File: config.mk
export PLATFORM = sky130hd
export DESIGN_NAME = sar_adc_control_regs
export DESIGN_NICKNAME = d
export VERILOG_FILES = /design/src/adc_ctrl_pkg.sv /design/src/sar_adc_control_regs.sv /design/src/start_edge_sync.sv
export SDC_FILE = /design/constraint.sdc
export NUM_CORES = 1
export LEC_CHECK = 0
export ABC_CLOCK_PERIOD_IN_PS = 2900
export BUFFER_PORTS_ARGS = -buffer_cell sky130_fd_sc_hd__buf_2
export CAP_MARGIN = 10
export CORE_ASPECT_RATIO = 1.25
export CORE_UTILIZATION = 45
export CTS_CLUSTER_SIZE = 12
export DETAILED_ROUTE_END_ITERATION = 8
export GPL_TIMING_DRIVEN = 1
export MAX_ROUTING_LAYER = met4
export PLACE_DENSITY = 0.64
export SETUP_SLACK_MARGIN = 0.4
export SLEW_MARGIN = 5
export SYNTH_ARGS = -nofsm -noshare
export SYNTH_HDL_FRONTEND = slang
export SYNTH_SLANG_ARGS = --single-unit
export TNS_END_PERCENT = 50
File: constraint.sdc
create_clock -name clk -period 2.9 [get_ports clk]
set_input_delay 0.29 -clock clk [delete_from_list [all_inputs] [get_ports clk]]
set_output_delay 0.29 -clock clk [all_outputs]
set_load 0.005 [all_outputs]
File: src/adc_ctrl_pkg.sv
// Package holding register map, field positions, reset values and timings
`default_nettype none
package adc_ctrl_pkg;
   // Register offsets (lower 16 bits of the address)
   localparam logic [15:0] off_result_a_high = 16'hffe0;
   localparam logic [15:0] off_result_a_low = 16'hffe1;
   localparam logic [15:0] off_result_b_high = 16'hffe2;
   localparam logic [15:0] off_result_b_low = 16'hffe3;
   localparam logic [15:0] off_result_c_high = 16'hffe4;
   localparam logic [15:0] off_result_c_low = 16'hffe5;
   localparam logic [15:0] off_result_d_high = 16'hffe6;
   localparam logic [15:0] off_result_d_low = 16'hffe7;
   localparam logic [15:0] off_conv_control_status = 16'hffe8;
   localparam logic [15:0] off_trigger_control = 16'hffe9;
   // Control/status and trigger control field positions
   localparam int conv_done_flag_bit = 7;
   localparam int done_irq_enable_bit = 6;
   localparam int conv_run_bit = 5;
   localparam int sweep_mode_bit = 4;
   localparam int conv_speed_select_bit = 3;
   localparam int group_select_bit = 2;
   localparam int ext_start_enable_bit = 7;
   // Reset values and the trigger read-only ones mask
   localparam logic [7:0] conv_control_status_reset = 8'h00;
   localparam logic [7:0] trigger_control_reset = 8'h7f;
   localparam logic [9:0] result_reset = 10'h000;
   localparam logic [7:0] trigger_ro_ones = 8'h7f;
   // Conversion times in states (one state is one clk cycle)
   localparam int first_conv_slow_states = 266;
   localparam int first_conv_fast_states = 134;
   localparam int next_conv_slow_states = 256;
   localparam int next_conv_fast_states = 118;
   localparam int clk_period_ns = 100;
   localparam int state_period_ns = 100;
   localparam int states_per_cycle = state_period_ns / clk_period_ns;
   localparam logic [8:0] first_conv_slow_cycles =
      9'(first_conv_slow_states * states_per_cycle);
   localparam logic [8:0] first_conv_fast_cycles =
      9'(first_conv_fast_states * states_per_cycle);
   localparam logic [8:0] next_conv_slow_cycles =
      9'(next_conv_slow_states * states_per_cycle);
   localparam logic [8:0] next_conv_fast_cycles =
      9'(next_conv_fast_states * states_per_cycle);
   // Sequencer states
   typedef enum logic [2:0] {
      st_idle = 3'b001,
      st_wait = 3'b010,
      st_busy = 3'b100
   } seq_state_t;
endpackage
`default_nettype wire

File: src/sar_adc_control_regs.sv
// Control, sequencing and CPU register logic of a 10-bit eight-input ADC
//
// How it works
// - 10-bit result: high byte, low bits 7:6
// - Results clear on reset and standby
// - Result goes to register paired with channel
// - Done flag set at single or sweep end
// - Done clears by zero-write after set read
// - Bit 6 gates the done interrupt
// - Run bit starts; single mode self-clears
// - Sweep repeats until run cleared
// - Enabled falling pin edge sets run
// - Bit 4 selects single or sweep
// - Bit 3 selects 266 or 134 states
// - Single mode: bits 2:0 give input
// - Sweep: group bit, count minus one
// - Control/status clears on reset and standby
// - Trigger bits 6:0 read one; reset 7f
// - High-byte read latches low byte
// - Low-byte read returns the latch
// - Interrupt when done set and enabled
// - Sweep starts at group's first input
// - Later sweep conversions take 256 or 118
`default_nettype none
module sar_adc_control_regs (
   // Clock, reset and standby
   input wire logic clk,
   input wire logic rst,
   input wire logic standby,
   // CPU byte bus, one-cycle strobes
   input wire logic [15:0] cpu_addr,
   input wire logic cpu_rd,
   input wire logic cpu_wr,
   input wire logic [7:0] cpu_wdata,
   output logic [7:0] cpu_rdata,
   // External start pin
   input wire logic ext_start_pin,
   // Conversion core
   output logic core_start,
   output logic [2:0] core_channel,
   output logic [8:0] core_time,
   input wire logic core_done,
   input wire logic [9:0] core_result,
   // Interrupt request
   output logic conv_done_irq
);
   typedef struct packed {
      adc_ctrl_pkg::seq_state_t state;
      logic [9:0] res_a;
      logic [9:0] res_b;
      logic [9:0] res_c;
      logic [9:0] res_d;
      logic [7:0] low_latch;
      logic done_flag;
      logic done_seen;
      logic irq_en;
      logic run;
      logic sweep;
      logic speed;
      logic [2:0] chan_sel;
      logic ext_en;
      logic first_conv;
      logic [1:0] sweep_idx;
      logic [7:0] rdata;
      logic start;
      logic [2:0] channel;
      logic [8:0] ctime;
      logic irq;
   } ctrl_t;

   ctrl_t st_reg;
   ctrl_t st_next;
   logic ext_fall;

   // Falling-edge detect on the start pin, dropped during standby
   start_edge_sync u_start_sync (
      .clk(clk),
      .rst(rst),
      .clear(standby),
      .pin_in(ext_start_pin),
      .fall_pulse(ext_fall)
   );

   // Read value of the control/status register
   function automatic logic [7:0] csr_value(input ctrl_t s);
      csr_value = {s.done_flag, s.irq_en, s.run, s.sweep, s.speed,
                   s.chan_sel};
   endfunction

   // Read value of a result low byte field
   function automatic logic [7:0] low_byte(input logic [9:0] r);
      low_byte = {r[1:0], 6'h00};
   endfunction

   // Conversion time for the current request
   function automatic logic [8:0] conv_time(input logic speed,
                                            input logic first);
      if (first)
      begin
         conv_time = speed ? adc_ctrl_pkg::first_conv_fast_cycles
                           : adc_ctrl_pkg::first_conv_slow_cycles;
      end
      else
      begin
         conv_time = speed ? adc_ctrl_pkg::next_conv_fast_cycles
                           : adc_ctrl_pkg::next_conv_slow_cycles;
      end
   endfunction

   // Next-state logic: bus access, sequencing, results
   always_comb
   begin
      logic [2:0] done_ch;
      logic set_done;
      logic end_seq;
      logic run_rise;
      done_ch = st_reg.channel;
      set_done = 1'b0;
      end_seq = 1'b0;
      run_rise = 1'b0;
      st_next = st_reg;
      st_next.start = 1'b0;
      st_next.rdata = 8'h00;

      // CPU reads; unmapped addresses return zero
      if (cpu_rd)
      begin
         case (cpu_addr)
            adc_ctrl_pkg::off_result_a_high:
            begin
               st_next.rdata = st_reg.res_a[9:2];
               st_next.low_latch = low_byte(st_reg.res_a);
            end
            adc_ctrl_pkg::off_result_b_high:
            begin
               st_next.rdata = st_reg.res_b[9:2];
               st_next.low_latch = low_byte(st_reg.res_b);
            end
            adc_ctrl_pkg::off_result_c_high:
            begin
               st_next.rdata = st_reg.res_c[9:2];
               st_next.low_latch = low_byte(st_reg.res_c);
            end
            adc_ctrl_pkg::off_result_d_high:
            begin
               st_next.rdata = st_reg.res_d[9:2];
               st_next.low_latch = low_byte(st_reg.res_d);
            end
            adc_ctrl_pkg::off_result_a_low,
            adc_ctrl_pkg::off_result_b_low,
            adc_ctrl_pkg::off_result_c_low,
            adc_ctrl_pkg::off_result_d_low:
               st_next.rdata = st_reg.low_latch;
            adc_ctrl_pkg::off_conv_control_status:
            begin
               st_next.rdata = csr_value(st_reg);
               if (st_reg.done_flag)
               begin
                  st_next.done_seen = 1'b1;
               end
            end
            adc_ctrl_pkg::off_trigger_control:
               st_next.rdata = {st_reg.ext_en, 7'h00}
                               | adc_ctrl_pkg::trigger_ro_ones;
            default:
               st_next.rdata = 8'h00;
         endcase
      end

      // CPU writes; result bytes are read-only and ignore writes
      if (cpu_wr)
      begin
         case (cpu_addr)
            adc_ctrl_pkg::off_conv_control_status:
            begin
               if (!cpu_wdata[adc_ctrl_pkg::conv_done_flag_bit]
                   && st_reg.done_seen)
               begin
                  st_next.done_flag = 1'b0;
                  st_next.done_seen = 1'b0;
               end
               st_next.irq_en =
                  cpu_wdata[adc_ctrl_pkg::done_irq_enable_bit];
               st_next.run = cpu_wdata[adc_ctrl_pkg::conv_run_bit];
               st_next.sweep =
                  cpu_wdata[adc_ctrl_pkg::sweep_mode_bit];
               st_next.speed =
                  cpu_wdata[adc_ctrl_pkg::conv_speed_select_bit];
               st_next.chan_sel = cpu_wdata[2:0];
               run_rise = cpu_wdata[adc_ctrl_pkg::conv_run_bit]
                          & ~st_reg.run;
            end
            adc_ctrl_pkg::off_trigger_control:
               st_next.ext_en =
                  cpu_wdata[adc_ctrl_pkg::ext_start_enable_bit];
            default:
               st_next.ext_en = st_next.ext_en;
         endcase
      end

      // Enabled falling edge on the pin acts as a software start
      if (st_reg.ext_en && ext_fall && !st_next.run)
      begin
         st_next.run = 1'b1;
         run_rise = 1'b1;
      end

      // Conversion sequencer
      case (st_reg.state)
         adc_ctrl_pkg::st_idle:
         begin
            if (st_next.run)
            begin
               st_next.state = adc_ctrl_pkg::st_wait;
            end
         end
         adc_ctrl_pkg::st_wait:
         begin
            // First channel of a new start
            st_next.first_conv = 1'b1;
            st_next.sweep_idx = 2'h0;
            st_next.channel = st_reg.sweep
               ? {st_reg.chan_sel[adc_ctrl_pkg::group_select_bit], 2'h0}
               : st_reg.chan_sel;
            st_next.ctime = conv_time(st_reg.speed, 1'b1);
            st_next.start = st_next.run;
            st_next.state = st_next.run ? adc_ctrl_pkg::st_busy
                                        : adc_ctrl_pkg::st_idle;
         end
         adc_ctrl_pkg::st_busy:
         begin
            if (core_done)
            begin
               // Store into the register paired with the channel
               case (done_ch[1:0])
                  2'h0: st_next.res_a = core_result;
                  2'h1: st_next.res_b = core_result;
                  2'h2: st_next.res_c = core_result;
                  default: st_next.res_d = core_result;
               endcase
               if (!st_reg.sweep)
               begin
                  set_done = 1'b1;
                  end_seq = 1'b1;
                  st_next.run = 1'b0;
               end
               else
               begin
                  if (st_reg.sweep_idx == st_reg.chan_sel[1:0])
                  begin
                     set_done = 1'b1;
                     st_next.sweep_idx = 2'h0;
                  end
                  else
                  begin
                     st_next.sweep_idx = st_reg.sweep_idx + 2'h1;
                  end
                  st_next.channel =
                     {st_reg.chan_sel[adc_ctrl_pkg::group_select_bit],
                      st_next.sweep_idx};
                  st_next.first_conv = 1'b0;
                  st_next.ctime = conv_time(st_reg.speed, 1'b0);
                  st_next.start = st_next.run;
                  end_seq = !st_next.run;
               end
            end
            // Software stop or restart abandons the conversion
            if (!st_next.run || run_rise)
            begin
               st_next.start = 1'b0;
               end_seq = 1'b1;
            end
            if (end_seq)
            begin
               st_next.state = st_next.run ? adc_ctrl_pkg::st_wait
                                           : adc_ctrl_pkg::st_idle;
            end
         end
         default:
            st_next.state = adc_ctrl_pkg::st_idle;
      endcase

      // Hardware set wins over a clear in the same cycle
      if (set_done)
      begin
         st_next.done_flag = 1'b1;
         st_next.done_seen = 1'b0;
      end
      st_next.irq = st_next.done_flag & st_next.irq_en;
   end

   // State register; standby acts like reset
   always_ff @(posedge clk or posedge rst)
   begin
      if (rst)
      begin
         st_reg <= '0;
         st_reg.state <= adc_ctrl_pkg::st_idle;
         st_reg.ext_en <= adc_ctrl_pkg::trigger_control_reset[7];
      end
      else if (standby)
      begin
         st_reg <= '0;
         st_reg.state <= adc_ctrl_pkg::st_idle;
         st_reg.ext_en <= adc_ctrl_pkg::trigger_control_reset[7];
      end
      else
      begin
         st_reg <= st_next;
      end
   end

   // Outputs straight from flip-flops
   assign cpu_rdata = st_reg.rdata;
   assign core_start = st_reg.start;
   assign core_channel = st_reg.channel;
   assign core_time = st_reg.ctime;
   assign conv_done_irq = st_reg.irq;
endmodule
`default_nettype wire

File: src/start_edge_sync.sv
// Synchroniser and falling-edge detector for the external start pin
`default_nettype none
module start_edge_sync (
   // Clock and reset
   input wire logic clk,
   input wire logic rst,
   input wire logic clear,
   // Pin and detected edge
   input wire logic pin_in,
   output logic fall_pulse
);
   typedef struct packed {
      logic s1;
      logic s2;
      logic s3;
      logic level;
      logic fall;
   } sync_t;
   sync_t st_reg;
   sync_t st_next;

   // Three stages; an edge counts once stages two and three agree on it
   always_comb
   begin
      st_next = st_reg;
      st_next.s1 = pin_in;
      st_next.s2 = st_reg.s1;
      st_next.s3 = st_reg.s2;
      st_next.fall = 1'b0;
      // Level moves only when stages two and three agree
      if (st_reg.s2 == st_reg.s3)
      begin
         st_next.level = st_reg.s3;
         st_next.fall = st_reg.level & ~st_reg.s3;
      end
      if (clear)
      begin
         st_next.fall = 1'b0;
      end
   end

   // Idle pin level is high
   always_ff @(posedge clk or posedge rst)
   begin
      if (rst)
      begin
         st_reg <= '{s1: 1'b1, s2: 1'b1, s3: 1'b1, level: 1'b1,
                     fall: 1'b0};
      end
      else
      begin
         st_reg <= st_next;
      end
   end

   assign fall_pulse = st_reg.fall;
endmodule
`default_nettype wire

# Word-level counts from Yosys, hierarchy flattened
# Cells that the tools add are included.
[op_classes] reduce_logical=31 addsub=1 n_eq_ne=22 bitwise_logic=5 mux=53
[op_table] cell="16-bit == test (second input constant)" count=10
[op_table] cell="86-bit 2-to-1 mux" count=1
[op_table] cell="40-bit 2-to-1 mux" count=2
[op_table] cell="8-bit one-hot mux with 7 select lines" count=1
[op_table] cell="10-bit 2-to-1 mux" count=5
[op_table] cell="8-bit one-hot mux with 4 select lines" count=1
[op_table] cell="9-bit 2-to-1 mux" count=3
[op_table] cell="13-bit 2-to-1 mux" count=2
[op_table] cell="13-bit one-hot mux with 2 select lines" count=1
[op_table] cell="1-bit 2-to-1 mux" count=23
[op_table] cell="2-bit nonzero test" count=9
[op_table] cell="8-bit 2-to-1 mux" count=2
[op_table] cell="3-bit 2-to-1 mux" count=5
[op_table] cell="3-bit AND reduction" count=5
[op_table] cell="2-bit 2-to-1 mux" count=5
[op_table] cell="3-bit inequality test (second input constant)" count=3
[op_table] cell="3-bit one-hot mux with 3 select lines" count=1
[op_table] cell="2-bit AND reduction" count=4
[op_table] cell="3-bit one-hot mux with 2 select lines" count=1
[op_table] cell="5-bit nonzero test" count=1
[op_table] cell="1-bit zero test" count=4
[op_table] cell="4-bit OR reduction" count=1
[op_table] cell="1-bit AND" count=3
[op_table] cell="3-bit by 1-bit == test with 1-bit output (second input constant)" count=1
[op_table] cell="15 further kinds" count=18
[word_totals] input_bits=41 output_inout_bits=22 ff_bits=90 word_cells=137

# Longest topological paths before layout
# Gate-level depths: netlist (run 1).
[depth] ltp_word=19 ltp_mapped=7 depth_no_buf=5

# Modules after synthesis
# Synthesis (run 1) repeated with hierarchy kept, for this count alone.
[hier_totals] hier_cells=387 hier_area_um2=4038.9
[modules_own_cells] mod="sar_adc_control_regs" area_each_um2=3886.2 cells_each=379 n_inst=1
[modules_own_cells] mod="start_edge_sync" area_each_um2=152.6 cells_each=8 n_inst=1

# Worst setup path before layout (run 1)
# No wires, ideal clock.
[synth_path] kind="in2reg" from="input cpu_addr[3]" to="register st_reg[84] in the netlist's numbering" setup_slack_ns=1.093 t_arrival_ns=1.720 n_path_buf=1 stages=6 required_ns=2.813 setup_time_ns=0.087 cell_sequence="buf_4 or4b_4 nor4_4 nand3b_1 a211o_1 a211oi_2"
[synth_between] elab_chain_len=15 elab_cells_between_ends=26
[synth_rtl] item="from (decl)" line_no="sar_adc_control_regs.sv:31" rtl="input wire logic [15:0] cpu_addr,"
[synth_rtl] item="16-bit == test (*)" line_no="sar_adc_control_regs.sv:173" rtl="case (cpu_addr)"
[synth_rtl] item="9-bit 2-to-1 mux" line_no="sar_adc_control_regs.sv:173"
[synth_rtl] item="10-bit 2-to-1 mux" line_no="sar_adc_control_regs.sv:171" rtl="if (cpu_wr)"
[synth_rtl] item="1-bit zero test" line_no="sar_adc_control_regs.sv:202" rtl="if (st_reg.ext_en && ext_fall && !st_next.run)"
[synth_rtl] item="1-bit logical AND" line_no="sar_adc_control_regs.sv:202"
[synth_rtl] item="1-bit 2-to-1 mux" line_no="sar_adc_control_regs.sv:202"
[synth_rtl] item="1-bit 2-to-1 mux" line_no="sar_adc_control_regs.sv:241" rtl="if (!st_reg.sweep)"
[synth_rtl] item="1-bit 2-to-1 mux" line_no="sar_adc_control_regs.sv:232" rtl="if (core_done)"
[synth_rtl] item="1-bit 2-to-1 mux" line_no="sar_adc_control_regs.sv:209" rtl="case (st_reg.state)"
[synth_rtl] item="1-bit zero test" line_no="sar_adc_control_regs.sv:268" rtl="if (!st_next.run || run_rise)"
[synth_rtl] item="1-bit logical OR" line_no="sar_adc_control_regs.sv:268"
[synth_rtl] item="1-bit 2-to-1 mux" line_no="sar_adc_control_regs.sv:268"
[synth_rtl] item="1-bit 2-to-1 mux" line_no="sar_adc_control_regs.sv:209"
[synth_rtl] item="3-bit inequality test (no line)"
[synth_rtl] item="2-bit AND reduction (no line)"
[synth_rtl] item="to (signal assigned)" line_no="sar_adc_control_regs.sv:309" rtl="st_reg <= st_next;"
[synth_rtl] item="to (decl)" line_no="sar_adc_control_regs.sv:71" rtl="ctrl_t st_reg;"
# Every way passes the cells marked *; elsewhere a longest branch is shown, timed or not. The select of a mux whose other input is x is not followed.
# A chain may end at the register's enable or synchronous reset.

# Worst setup path in the final report (run 1)
[layout_path] from="register st_reg[84] in the netlist's numbering" to="register st_reg[57] in the netlist's numbering"
[layout_between] elab_chain_len=3
[layout_rtl] item="3-bit == test" line_no="sar_adc_control_regs.sv:209"
[layout_rtl] item="2-bit nonzero test (no line)"
[layout_rtl] item="3-bit AND reduction (no line)"
# No other way between the ends.

==> results.py, run 1 <==
metrics = {
    "outcome": {
        "status": "completed",
    },
    "sta": {
        "slew_viol_final": 0,
        "max_slew_margin": 0.556,
        "finalCriticalPeriod_ps": 1870,
        "rsz0062_at_grt": "false",
        "setup_tns_ps": 0,
        "timing.final.crit_share": 0.645,
        "timing.hold.ws_ps": 167,
        "worst_pin_slew_ps": 666,
        "fmax_ghz": 0.535,
        "setup_slack_ps": 1030,
        "finalHoldViolCount": 0,
        "finalSetupViolations": 0,
        "finalClockSkew_ps": 8.01,
    },
    "logic_synthesis": {
        "synth_edf_count": 0,
        "synthArstFlopShare": 1.00,
        "ys_seq_elements": 81,
        "avgSynthCellArea_um2": 9.86,
        "synth_cells": 410,
        "ys_types": 51,
        "yosys_warnings": 0,
        "synth_nets": 451,
        "synthesis.area_um2": 4040,
        "ys_seq_area_frac": 0.503,
        "ys.flop_type": "dfrtp_1",
    },
    "clocking": {
        "clk_path_buf_depth": 2,
        "cts_resized": 0,
        "cts_tree": "yes",
        "path_clk_slew_ps": 80,
        "holdBufCountCts": 1,
        "cts_sinks": 81,
        "h-tree-depth": 3,
        "cts_setup_buffers": 0,
        "numCtsBuffers": 9,
        "clk-insertion-delay-late_ps": 360,
        "root_buffer": "clkbuf_8",
    },
    "final_layout": {
        "final_cell_area_um2": 4580,
        "largest_register_ffs": 57,
        "layout_common_cells": "dfrtp_1 (76), buf_2 (61), nand2_1 (52)",
        "syn2layout_area_growth_pct": 13.3,
        "drive_above_1_share": 0.271,
        "layout_commonest_cell": "dfrtp_1",
        "nFillCells": 805,
        "diodes": 0,
        "fin_nets": 493,
    },
    "route": {
        "drt_first_iter_violations": 220,
        "wl_per_cell_um": 16.7,
        "vias": 3181,
        "routed_wl_um": 9660,
        "ant_nets": 0,
        "viasPerCell": 5.51,
        "drc": 0,
        "dr.pass1.iters": 4,
    },
    "global_routing": {
        "antenna_found_initial": 0,
        "grt_max_degree": 47,
        "grt_overflow_total": 0,
        "first_global_vias": 3055,
        "track_usage": 0.228,
        "grt_pass1_wl_um": 15500,
    },
    "floorplanning": {
        "core_um2": 8700,
        "die_w_um": 86.8,
        "rows": 38,
        "ios": 63,
        "die_h_um": 108,
        "start_util": 0.465,
        "die_area_um2": 9370,
    },
    "power_and_ir_drop": {
        "ir_drop_mv": 0.279,
        "power_frac_comb": 0.052,
        "power.switching_w": 0.000482,
        "p_seq_frac": 0.533,
        "p_leak_nw": 2.10,
        "cellInternalPower_w": 0.00165,
        "powerDensity_nw_per_um2": 466,
        "swShare": 0.226,
        "clkPwrFrac": 0.416,
    },
    "placement": {
        "hpwlAfterDp_um": 6480,
        "port_buffers": 61,
        "preCtsSetupSlack_ps": 749,
        "gp_congestion": 0.840,
        "dpl-instance-area_um2": 4350,
    },
    "run": {
        "maxCapViolations": 0,
    },
    "critical_path": {
        "path_buf_inv": 1,
        "cp.required_ps": 3130,
        "rr_startpoint": "st_reg[84]$_DFFE_PP0P_",
        "crit_type": "flip-flop to flip-flop",
        "end_kind": "flip-flop",
        "crit_top_cell": "nand2_1",
        "crit_fanout": 11,
        "cp.arrival_ps": 2100,
        "slowest_stage": "dfrtp_1",
        "r2r_slack_ps": 1030,
        "worstPathCellList": "nand4bb_1 -> nor2_1 -> buf_4 -> nand2_1 -> nand2_1 -> a21oi_1",
        "path_delay_family": "simple AND/OR/NAND/NOR gates",
        "slowest_delay_ps": 450,
        "rr_worst_depth": 6,
        "start_kind": "flip-flop",
        "r2r_end": "st_reg[57]$_DFFE_PP0P_",
    },
    "hold_path": {
        "hp-class": "primary input to flip-flop",
        "hold_end": "st_reg[29]$_DFFE_PP0P_",
        "min-delay-start": "cpu_wdata[3]",
        "hold_depth": 3,
    },
}
## tightest hold or removal path: cells and delay by family
kind,cells,cell delay (ps)
AND/OR/NAND/NOR,1,50
buffers and inverters,1,100
AO/OA/AOI/OAI,1,50
## cells in the mapped netlist (all sizes together) (5+ instances only)
library cell | n | area, um^2
nand3 | 26 | 130
dfstp | 5 | 131
nor2 | 39 | 146
mux2i | 24 | 240
mux2 | 16 | 180
a21oi | 42 | 210
nand2 | 53 | 201
nor3 | 6 | 30.0
a221oi | 6 | 52.6
nand2b | 7 | 43.8
buf | 26 | 185
clkbuf | 20 | 75.1
a22oi | 8 | 60.1
dfrtp | 76 | 1900
## worst max path at each step
| stage | start | end | slack (ps) | cells past startpoint |
|---|---|---|---|---|
| finish | st_reg[84]$_DFFE_PP0P_ | st_reg[57]$_DFFE_PP0P_ | 1030 | 6 |
| global route | st_reg[84]$_DFFE_PP0P_ | st_reg[60]$_DFFE_PP0P_ | 860 | 6 |
| CTS | st_reg[84]$_DFFE_PP0P_ | st_reg[54]$_DFFE_PP0P_ | 1040 | 6 |
| detailed placement | cpu_addr[0] | conv_done_irq$_DFF_PP0_ | 750 | 6 |
| global placement | cpu_addr[0] | conv_done_irq$_DFF_PP0_ | 770 | 6 |
| floorplan | rst | conv_done_irq$_DFF_PP0_ | 540 | 1 |
## cells by family (layout without fill, tap and decap cells)
kind of cell,Yosys count,count (layout),synth area share
other cells,1,1,0.000928
simple gates,161,161,0.199
xor+xnor,2,2,0.00433
mux,40,40,0.104
flops,81,81,0.503
buf+inv,47,94,0.0653
compound gates,77,77,0.121
fa+ha+maj,1,1,0.00248
## through the flow
stage	power [W]	utilization	std cells
5_1_grt	0.00221	0.526	577
3_5_place_dp	0.00127	0.500	559
3_3_place_gp	0.00127	0.500	559
4_1_cts	0.00215	0.525	576
2_1_floorplan	0.00121	-	410
6_report	0.00213	0.526	577
## power by group through the flow
| stage | Sequential [W] | Combinational (W) | Clock [W] |
|---|---|---|---|
| after CTS | 0.00114 | 0.000111 | 0.000905 |
| after floorplan | 0.00116 | 0.0000544 | 0 |
| after global routing | 0.00114 | 0.000122 | 0.000949 |
| after global placement | 0.00116 | 0.000108 | 0 |
| final | 0.00114 | 0.000110 | 0.000887 |
| after detailed placement | 0.00116 | 0.000109 | 0 |
## final cells by class
| type | count | area [um^2] | area share |
|---|---|---|---|
| Clock buffer | 10 | 128 | 0.0279 |
| Clock inverter | 6 | 82.6 | 0.0180 |
| Sequential cell | 81 | 2030 | 0.444 |
| Multi-Input combinational cell | 282 | 1750 | 0.382 |
| Tap cell | 120 | 150 | 0.0328 |
| Inverter | 1 | 5.00 | 0.00109 |
| Timing Repair Buffer | 77 | 430 | 0.0940 |
## routing by layer
layer	track usage	vias to the layer above	routed length, um
li1	-	1505	-
met1	0.288	1569	4450
met2	0.366	89	4630
met3	0.0344	18	378
met4	0.0964	0	193
met5	-	-	0
Power figures use the tool's default switching activity.
==> run 2: changes to the inputs <==
- ABC_CLOCK_PERIOD_IN_PS: 2900 -> 1600
- PLACE_DENSITY: 0.64 -> 0.66
- clock period: 2.9 -> 1.6 ns (I/O delays scaled with it)
==> run 2 against run 1 <==
Via count grew 1.6%. Combinational power grew 94%. Worst setup slack lost 970 ps. Maximum frequency grew 21%. Design area grew 6.5%. Non-clock buffer count grew 22. Clock skew grew 1.5 ps. Worst hold slack lost 120 ps. Global-route usage grew 0.80 points. Flip-flop and latch count is the same. Die area is the same. Largest power group unchanged.
==> results.py, run 2 (synthesis gave the netlist of run 1 again) <==
metrics = {
    "hold_path": {
        "min-delay-start": "cpu_wdata[2]",
        "hp-class": "primary input to flip-flop",
    },
    "sta": {
        "finalHoldViolCount": 0,
        "finalSetupViolations": 0,
        "timing.final.crit_share": 0.962,
        "setup_slack_ps": 60.1,
        "finalClockSkew_ps": 9.51,
        "fmax_ghz": 0.649,
        "finalCriticalPeriod_ps": 1540,
        "rsz0062_at_grt": "true",
        "slew_viol_final": 0,
        "timing.hold.ws_ps": 49.5,
    },
    "clocking": {
        "h-tree-depth": 3,
        "clk-insertion-delay-late_ps": 360,
        "path_clk_slew_ps": 80,
        "clk_path_buf_depth": 2,
        "root_buffer": "clkbuf_8",
        "cts_tree": "yes",
        "numCtsBuffers": 9,
        "cts_sinks": 81,
    },
    "run": {
        "maxCapViolations": 0,
    },
    "final_layout": {
        "final_cell_area_um2": 4880,
        "nFillCells": 805,
        "diodes": 0,
        "layout_common_cells": "dfrtp_1 (74), buf_2 (61), nand2_1 (50)",
        "drive_above_1_share": 0.324,
        "multi_input_area_um2": 1820,
        "utilization": 0.560,
        "syn2layout_area_growth_pct": 20.6,
        "largest_register_ffs": 57,
        "final-seq-area_um2": 2040,
        "layout_commonest_cell": "dfrtp_1",
        "fin_nets": 515,
    },
    "placement": {
        "dpl-instance-area_um2": 4540,
        "gp_congestion": 0.858,
        "hpwlAfterDp_um": 6540,
        "preCtsSetupSlack_ps": -253,
        "port_buffers": 61,
    },
    "floorplanning": {
        "start_util": 0.465,
        "core_um2": 8700,
        "rows": 38,
        "ios": 63,
        "die_h_um": 108,
        "die_w_um": 86.8,
        "die_area_um2": 9370,
    },
    "critical_path": {
        "path_delay_family": "simple AND/OR/NAND/NOR gates",
        "start_kind": "flip-flop",
        "worstPathCellList": "nor3b_4 -> and2_4 -> nand3_4 -> clkbuf_16 -> mux2i_1 -> nor2_1",
        "slowest_delay_ps": 470,
        "crit_fanout": 5,
        "crit_type": "flip-flop to flip-flop",
        "rr_startpoint": "st_reg[84]$_DFFE_PP0P_",
        "crit_path_start": "st_reg[84]$_DFFE_PP0P_",
        "cp.required_ps": 1830,
        "end_kind": "flip-flop",
        "slowest_stage": "dfrtp_2",
        "path_buf_inv": 1,
        "cp.arrival_ps": 1770,
    },
    "route": {
        "viasPerCell": 5.41,
        "ant_nets": 0,
        "drc": 0,
        "routed_wl_um": 10000,
        "vias": 3233,
        "drt_first_iter_violations": 225,
        "dr.pass1.iters": 4,
        "wl_per_cell_um": 16.7,
    },
    "power_and_ir_drop": {
        "ir_drop_mv": 0.403,
        "p_leak_nw": 2.24,
        "powerDensity_nw_per_um2": 801,
        "finalPower_w": 0.00391,
    },
    "outcome": {
        "status": "completed",
    },
    "global_routing": {
        "antenna_found_initial": 0,
        "track_usage": 0.236,
        "grt_overflow_total": 0,
        "grt_max_degree": 82,
        "first_global_vias": 3184,
        "grt_pass1_wl_um": 16200,
    },
}
==> run 2: cell count changes in the layout (fill, tap and decap cells not counted), sizes merged <==
cell,before,now
clkbuf,10,13
clkinv,4,1
buf,75,96
==> run 2: metrics by stage <==
stage / std cells / setup TNS, ps
after floorplan: 410 / -875
final: 598 / 0
after global placement: 579 / -3030
after CTS: 597 / 0
after detailed placement: 579 / -3640
after global routing: 598 / -31.9
==> run 2: timing repair <==
action                                  4_1_cts  5_1_grt
pin swaps                                     0        2
endpoints found under the setup margin       75       78
hold buffers                                  2        0
cloned                                        0        1
gates resized for setup                       7       12
hold endpoints to repair                     77        0
buffers inserted                              1        0
==> run 2: path summary, 6_finish.rpt <==
kind,end,slack (ps),cells past startpoint
max reg2reg,st_reg[49]$_DFFE_PP0P_,60,6
max in group asynchronous,st_reg[83]$_DFFE_PP1P_,770,4
min,st_reg[28]$_DFFE_PP0P_,50,3
min reg2reg,u_start_sync.st_next[2]$_DFF_PP1_,360,0
min in group asynchronous,core_time[2]$_DFFE_PP0P_,460,4
max,st_reg[49]$_DFFE_PP0P_,60,6
==> run 2: tightest hold or removal path, stage by stage <==
cell and delay, ps:
buf_2 100, nand2_1 50, a21oi_1 60
==> run 2: cell type report <==
class,instances,area share
clock buffers,12,0.0298
clock inverters,3,0.0133
inverters,1,0.00154
multi-input cells,282,0.373
flip-flops and latches,81,0.417
well taps,120,0.0308
repair buffers,99,0.134
==> run 2: routing by layer <==
metal | GRT usage | share of wire | vias to the layer above | wire, um
met4 | 0.0929 | 0.017 | 0 | 172
li1 | - | - | 1544 | -
met5 | - | 0 | - | 0
met1 | 0.314 | 0.43 | 1586 | 4340
met3 | 0.0466 | 0.053 | 14 | 526
met2 | 0.356 | 0.50 | 89 | 4960
==> run 2: power by group <==
group	internal, W	switching [W]	leakage (nW)
logic	0.0000795	0.000134	1.03
registers	0.00206	0.00000383	1.11
clock network	0.000912	0.000720	0.106
==> run 3: changes to the inputs <==
- PLACE_DENSITY: 0.66 -> unset
- PLACE_DENSITY_LB_ADDON: unset -> 0.12
==> run 3 against run 2 <==
Clock power shrank 7%. First-iteration DRC count down 16%. Count of clock-buffer cells in the layout decreased by 2.
==> results.py, run 3 (synthesis gave the netlist of run 1 again) <==
metrics = {
    "clocking": {
        "clk_path_buf_depth": 2,
        "cts_sinks": 81,
        "root_buffer": "clkbuf_8",
        "h-tree-depth": 3,
        "path_clk_slew_ps": 80,
        "clk-insertion-delay-late_ps": 360,
        "numCtsBuffers": 9,
        "cts_tree": "yes",
    },
    "final_layout": {
        "utilization": 0.580,
        "fin_nets": 520,
        "largest_register_ffs": 57,
        "diodes": 0,
        "layout_common_cells": "dfrtp_1 (74), buf_2 (59), nand2_1 (49)",
        "layout_commonest_cell": "dfrtp_1",
        "drive_above_1_share": 0.362,
        "final_cell_area_um2": 5040,
        "syn2layout_area_growth_pct": 24.7,
    },
    "critical_path": {
        "cp.required_ps": 1840,
        "rr_worst_depth": 6,
        "cp.arrival_ps": 1780,
        "start_kind": "flip-flop",
        "r2r_slack_ps": 70,
        "crit_fanout": 6,
        "crit_type": "flip-flop to flip-flop",
        "end_kind": "flip-flop",
        "rr_startpoint": "st_reg[84]$_DFFE_PP0P_",
        "crit_path_start": "st_reg[84]$_DFFE_PP0P_",
    },
    "global_routing": {
        "antenna_found_initial": 0,
        "first_global_vias": 3256,
        "grt_max_degree": 82,
        "grt_pass1_wl_um": 16300,
        "track_usage": 0.238,
        "grt_overflow_total": 0,
    },
    "sta": {
        "setup_tns_ps": 0,
        "timing.final.crit_share": 0.959,
        "finalCriticalPeriod_ps": 1530,
        "fmax_ghz": 0.652,
        "finalClockSkew_ps": 11.0,
        "slew_viol_final": 0,
        "finalSetupViolations": 0,
        "rsz0062_at_grt": "true",
        "finalHoldViolCount": 0,
        "setup_slack_ps": 66.1,
    },
    "run": {
        "maxCapViolations": 0,
    },
    "floorplanning": {
        "start_util": 0.465,
        "ios": 63,
        "rows": 38,
        "die_w_um": 86.8,
        "die_area_um2": 9370,
        "die_h_um": 108,
        "core_um2": 8700,
    },
    "hold_path": {
        "hold_depth": 3,
        "hp-class": "primary input to flip-flop",
        "min-delay-start": "cpu_wdata[3]",
    },
    "route": {
        "viasPerCell": 5.40,
        "dr.pass1.iters": 4,
        "routed_wl_um": 10100,
        "drt_first_iter_violations": 189,
        "vias": 3259,
        "wl_per_cell_um": 16.8,
        "drc": 0,
        "ant_nets": 0,
    },
    "power_and_ir_drop": {
        "finalPower_w": 0.00379,
        "p_leak_nw": 2.29,
        "ir_drop_mv": 0.491,
        "powerDensity_nw_per_um2": 751,
    },
    "outcome": {
        "status": "completed",
    },
    "placement": {
        "hpwlAfterDp_um": 6750,
        "port_buffers": 61,
        "preCtsSetupSlack_ps": -271,
        "dpl-instance-area_um2": 4560,
        "gp_congestion": 0.874,
    },
}
-- run 3: cell types whose count changed in the layout (fill, tap and decap cells not counted), sizes merged --
cell      previous run  this run
clkinvlp             1         2
clkinv               1         4
clkbuf              13        12
buf                 96       100
bufinv               2         1
-- run 3: area by class of cell --
cell class | count | area [um^2]
timing repair buffer | 104 | 773
fill | 802 | 3660
inverter | 1 | 7.51
tap | 120 | 150
multi-input combinational | 282 | 1880
clock buffer | 10 | 138
clock inverter | 6 | 57.6
sequential | 81 | 2040
-- run 3: power by group --
| part | total (W) | switching, W | internal, W |
|---|---|---|---|
| Sequential | 0.00206 | 0.00000439 | 0.00206 |
| Clock | 0.00151 | 0.000753 | 0.000753 |
| Combinational | 0.000219 | 0.000135 | 0.0000833 |
| Total | 0.00379 | 0.000893 | 0.00289 |
-- run 3: path summary, 6_finish.rpt --
check / to
worst max register to register: core_time[3]$_DFFE_PP0P_
worst min register to register: u_start_sync.st_next[2]$_DFF_PP1_
worst min-delay path: st_reg[29]$_DFFE_PP0P_
min in group asynchronous: st_reg[46]$_DFFE_PP0P_
max in group asynchronous: st_reg[83]$_DFFE_PP1P_
worst max-delay path: core_time[3]$_DFFE_PP0P_
-- run 3: layer usage --
| layer | GRT usage | up-vias | routed length [um] |
|---|---|---|---|
| met4 | 0.0869 | 0 | 161 |
| met3 | 0.0382 | 15 | 304 |
| met1 | 0.301 | 1618 | 4460 |
| met5 | - | - | 0 |
| li1 | - | 1564 | - |
| met2 | 0.387 | 62 | 5200 |
-- run 3: metrics by stage --
step           std cells  hold slack [ps]
6_report             604             35.1
3_3_place_gp         578              266
2_1_floorplan        410              164
3_5_place_dp         578              274
5_1_grt              604             47.6
4_1_cts              600             28.2
-- run 3: repair_timing --
| item | 4_1_cts | 5_1_grt |
|---|---|---|
| endpoints found under the hold margin | 77 | 0 |
| gates cloned | 0 | 3 |
| hold buffers | 2 | 0 |
| setup buffers | 4 | 1 |
| setup endpoints to repair | 75 | 78 |
| gates resized for setup | 15 | 28 |
| pin swaps | 3 | 12 |
-- run 3: critical path: stages (launching register included) --
cell       delay (ps)
dfrtp_2           440
buf_6             130
nand4b_1          170
a21o_4            280
clkbuf_16         160
a21oi_1           180
nor2_1             60
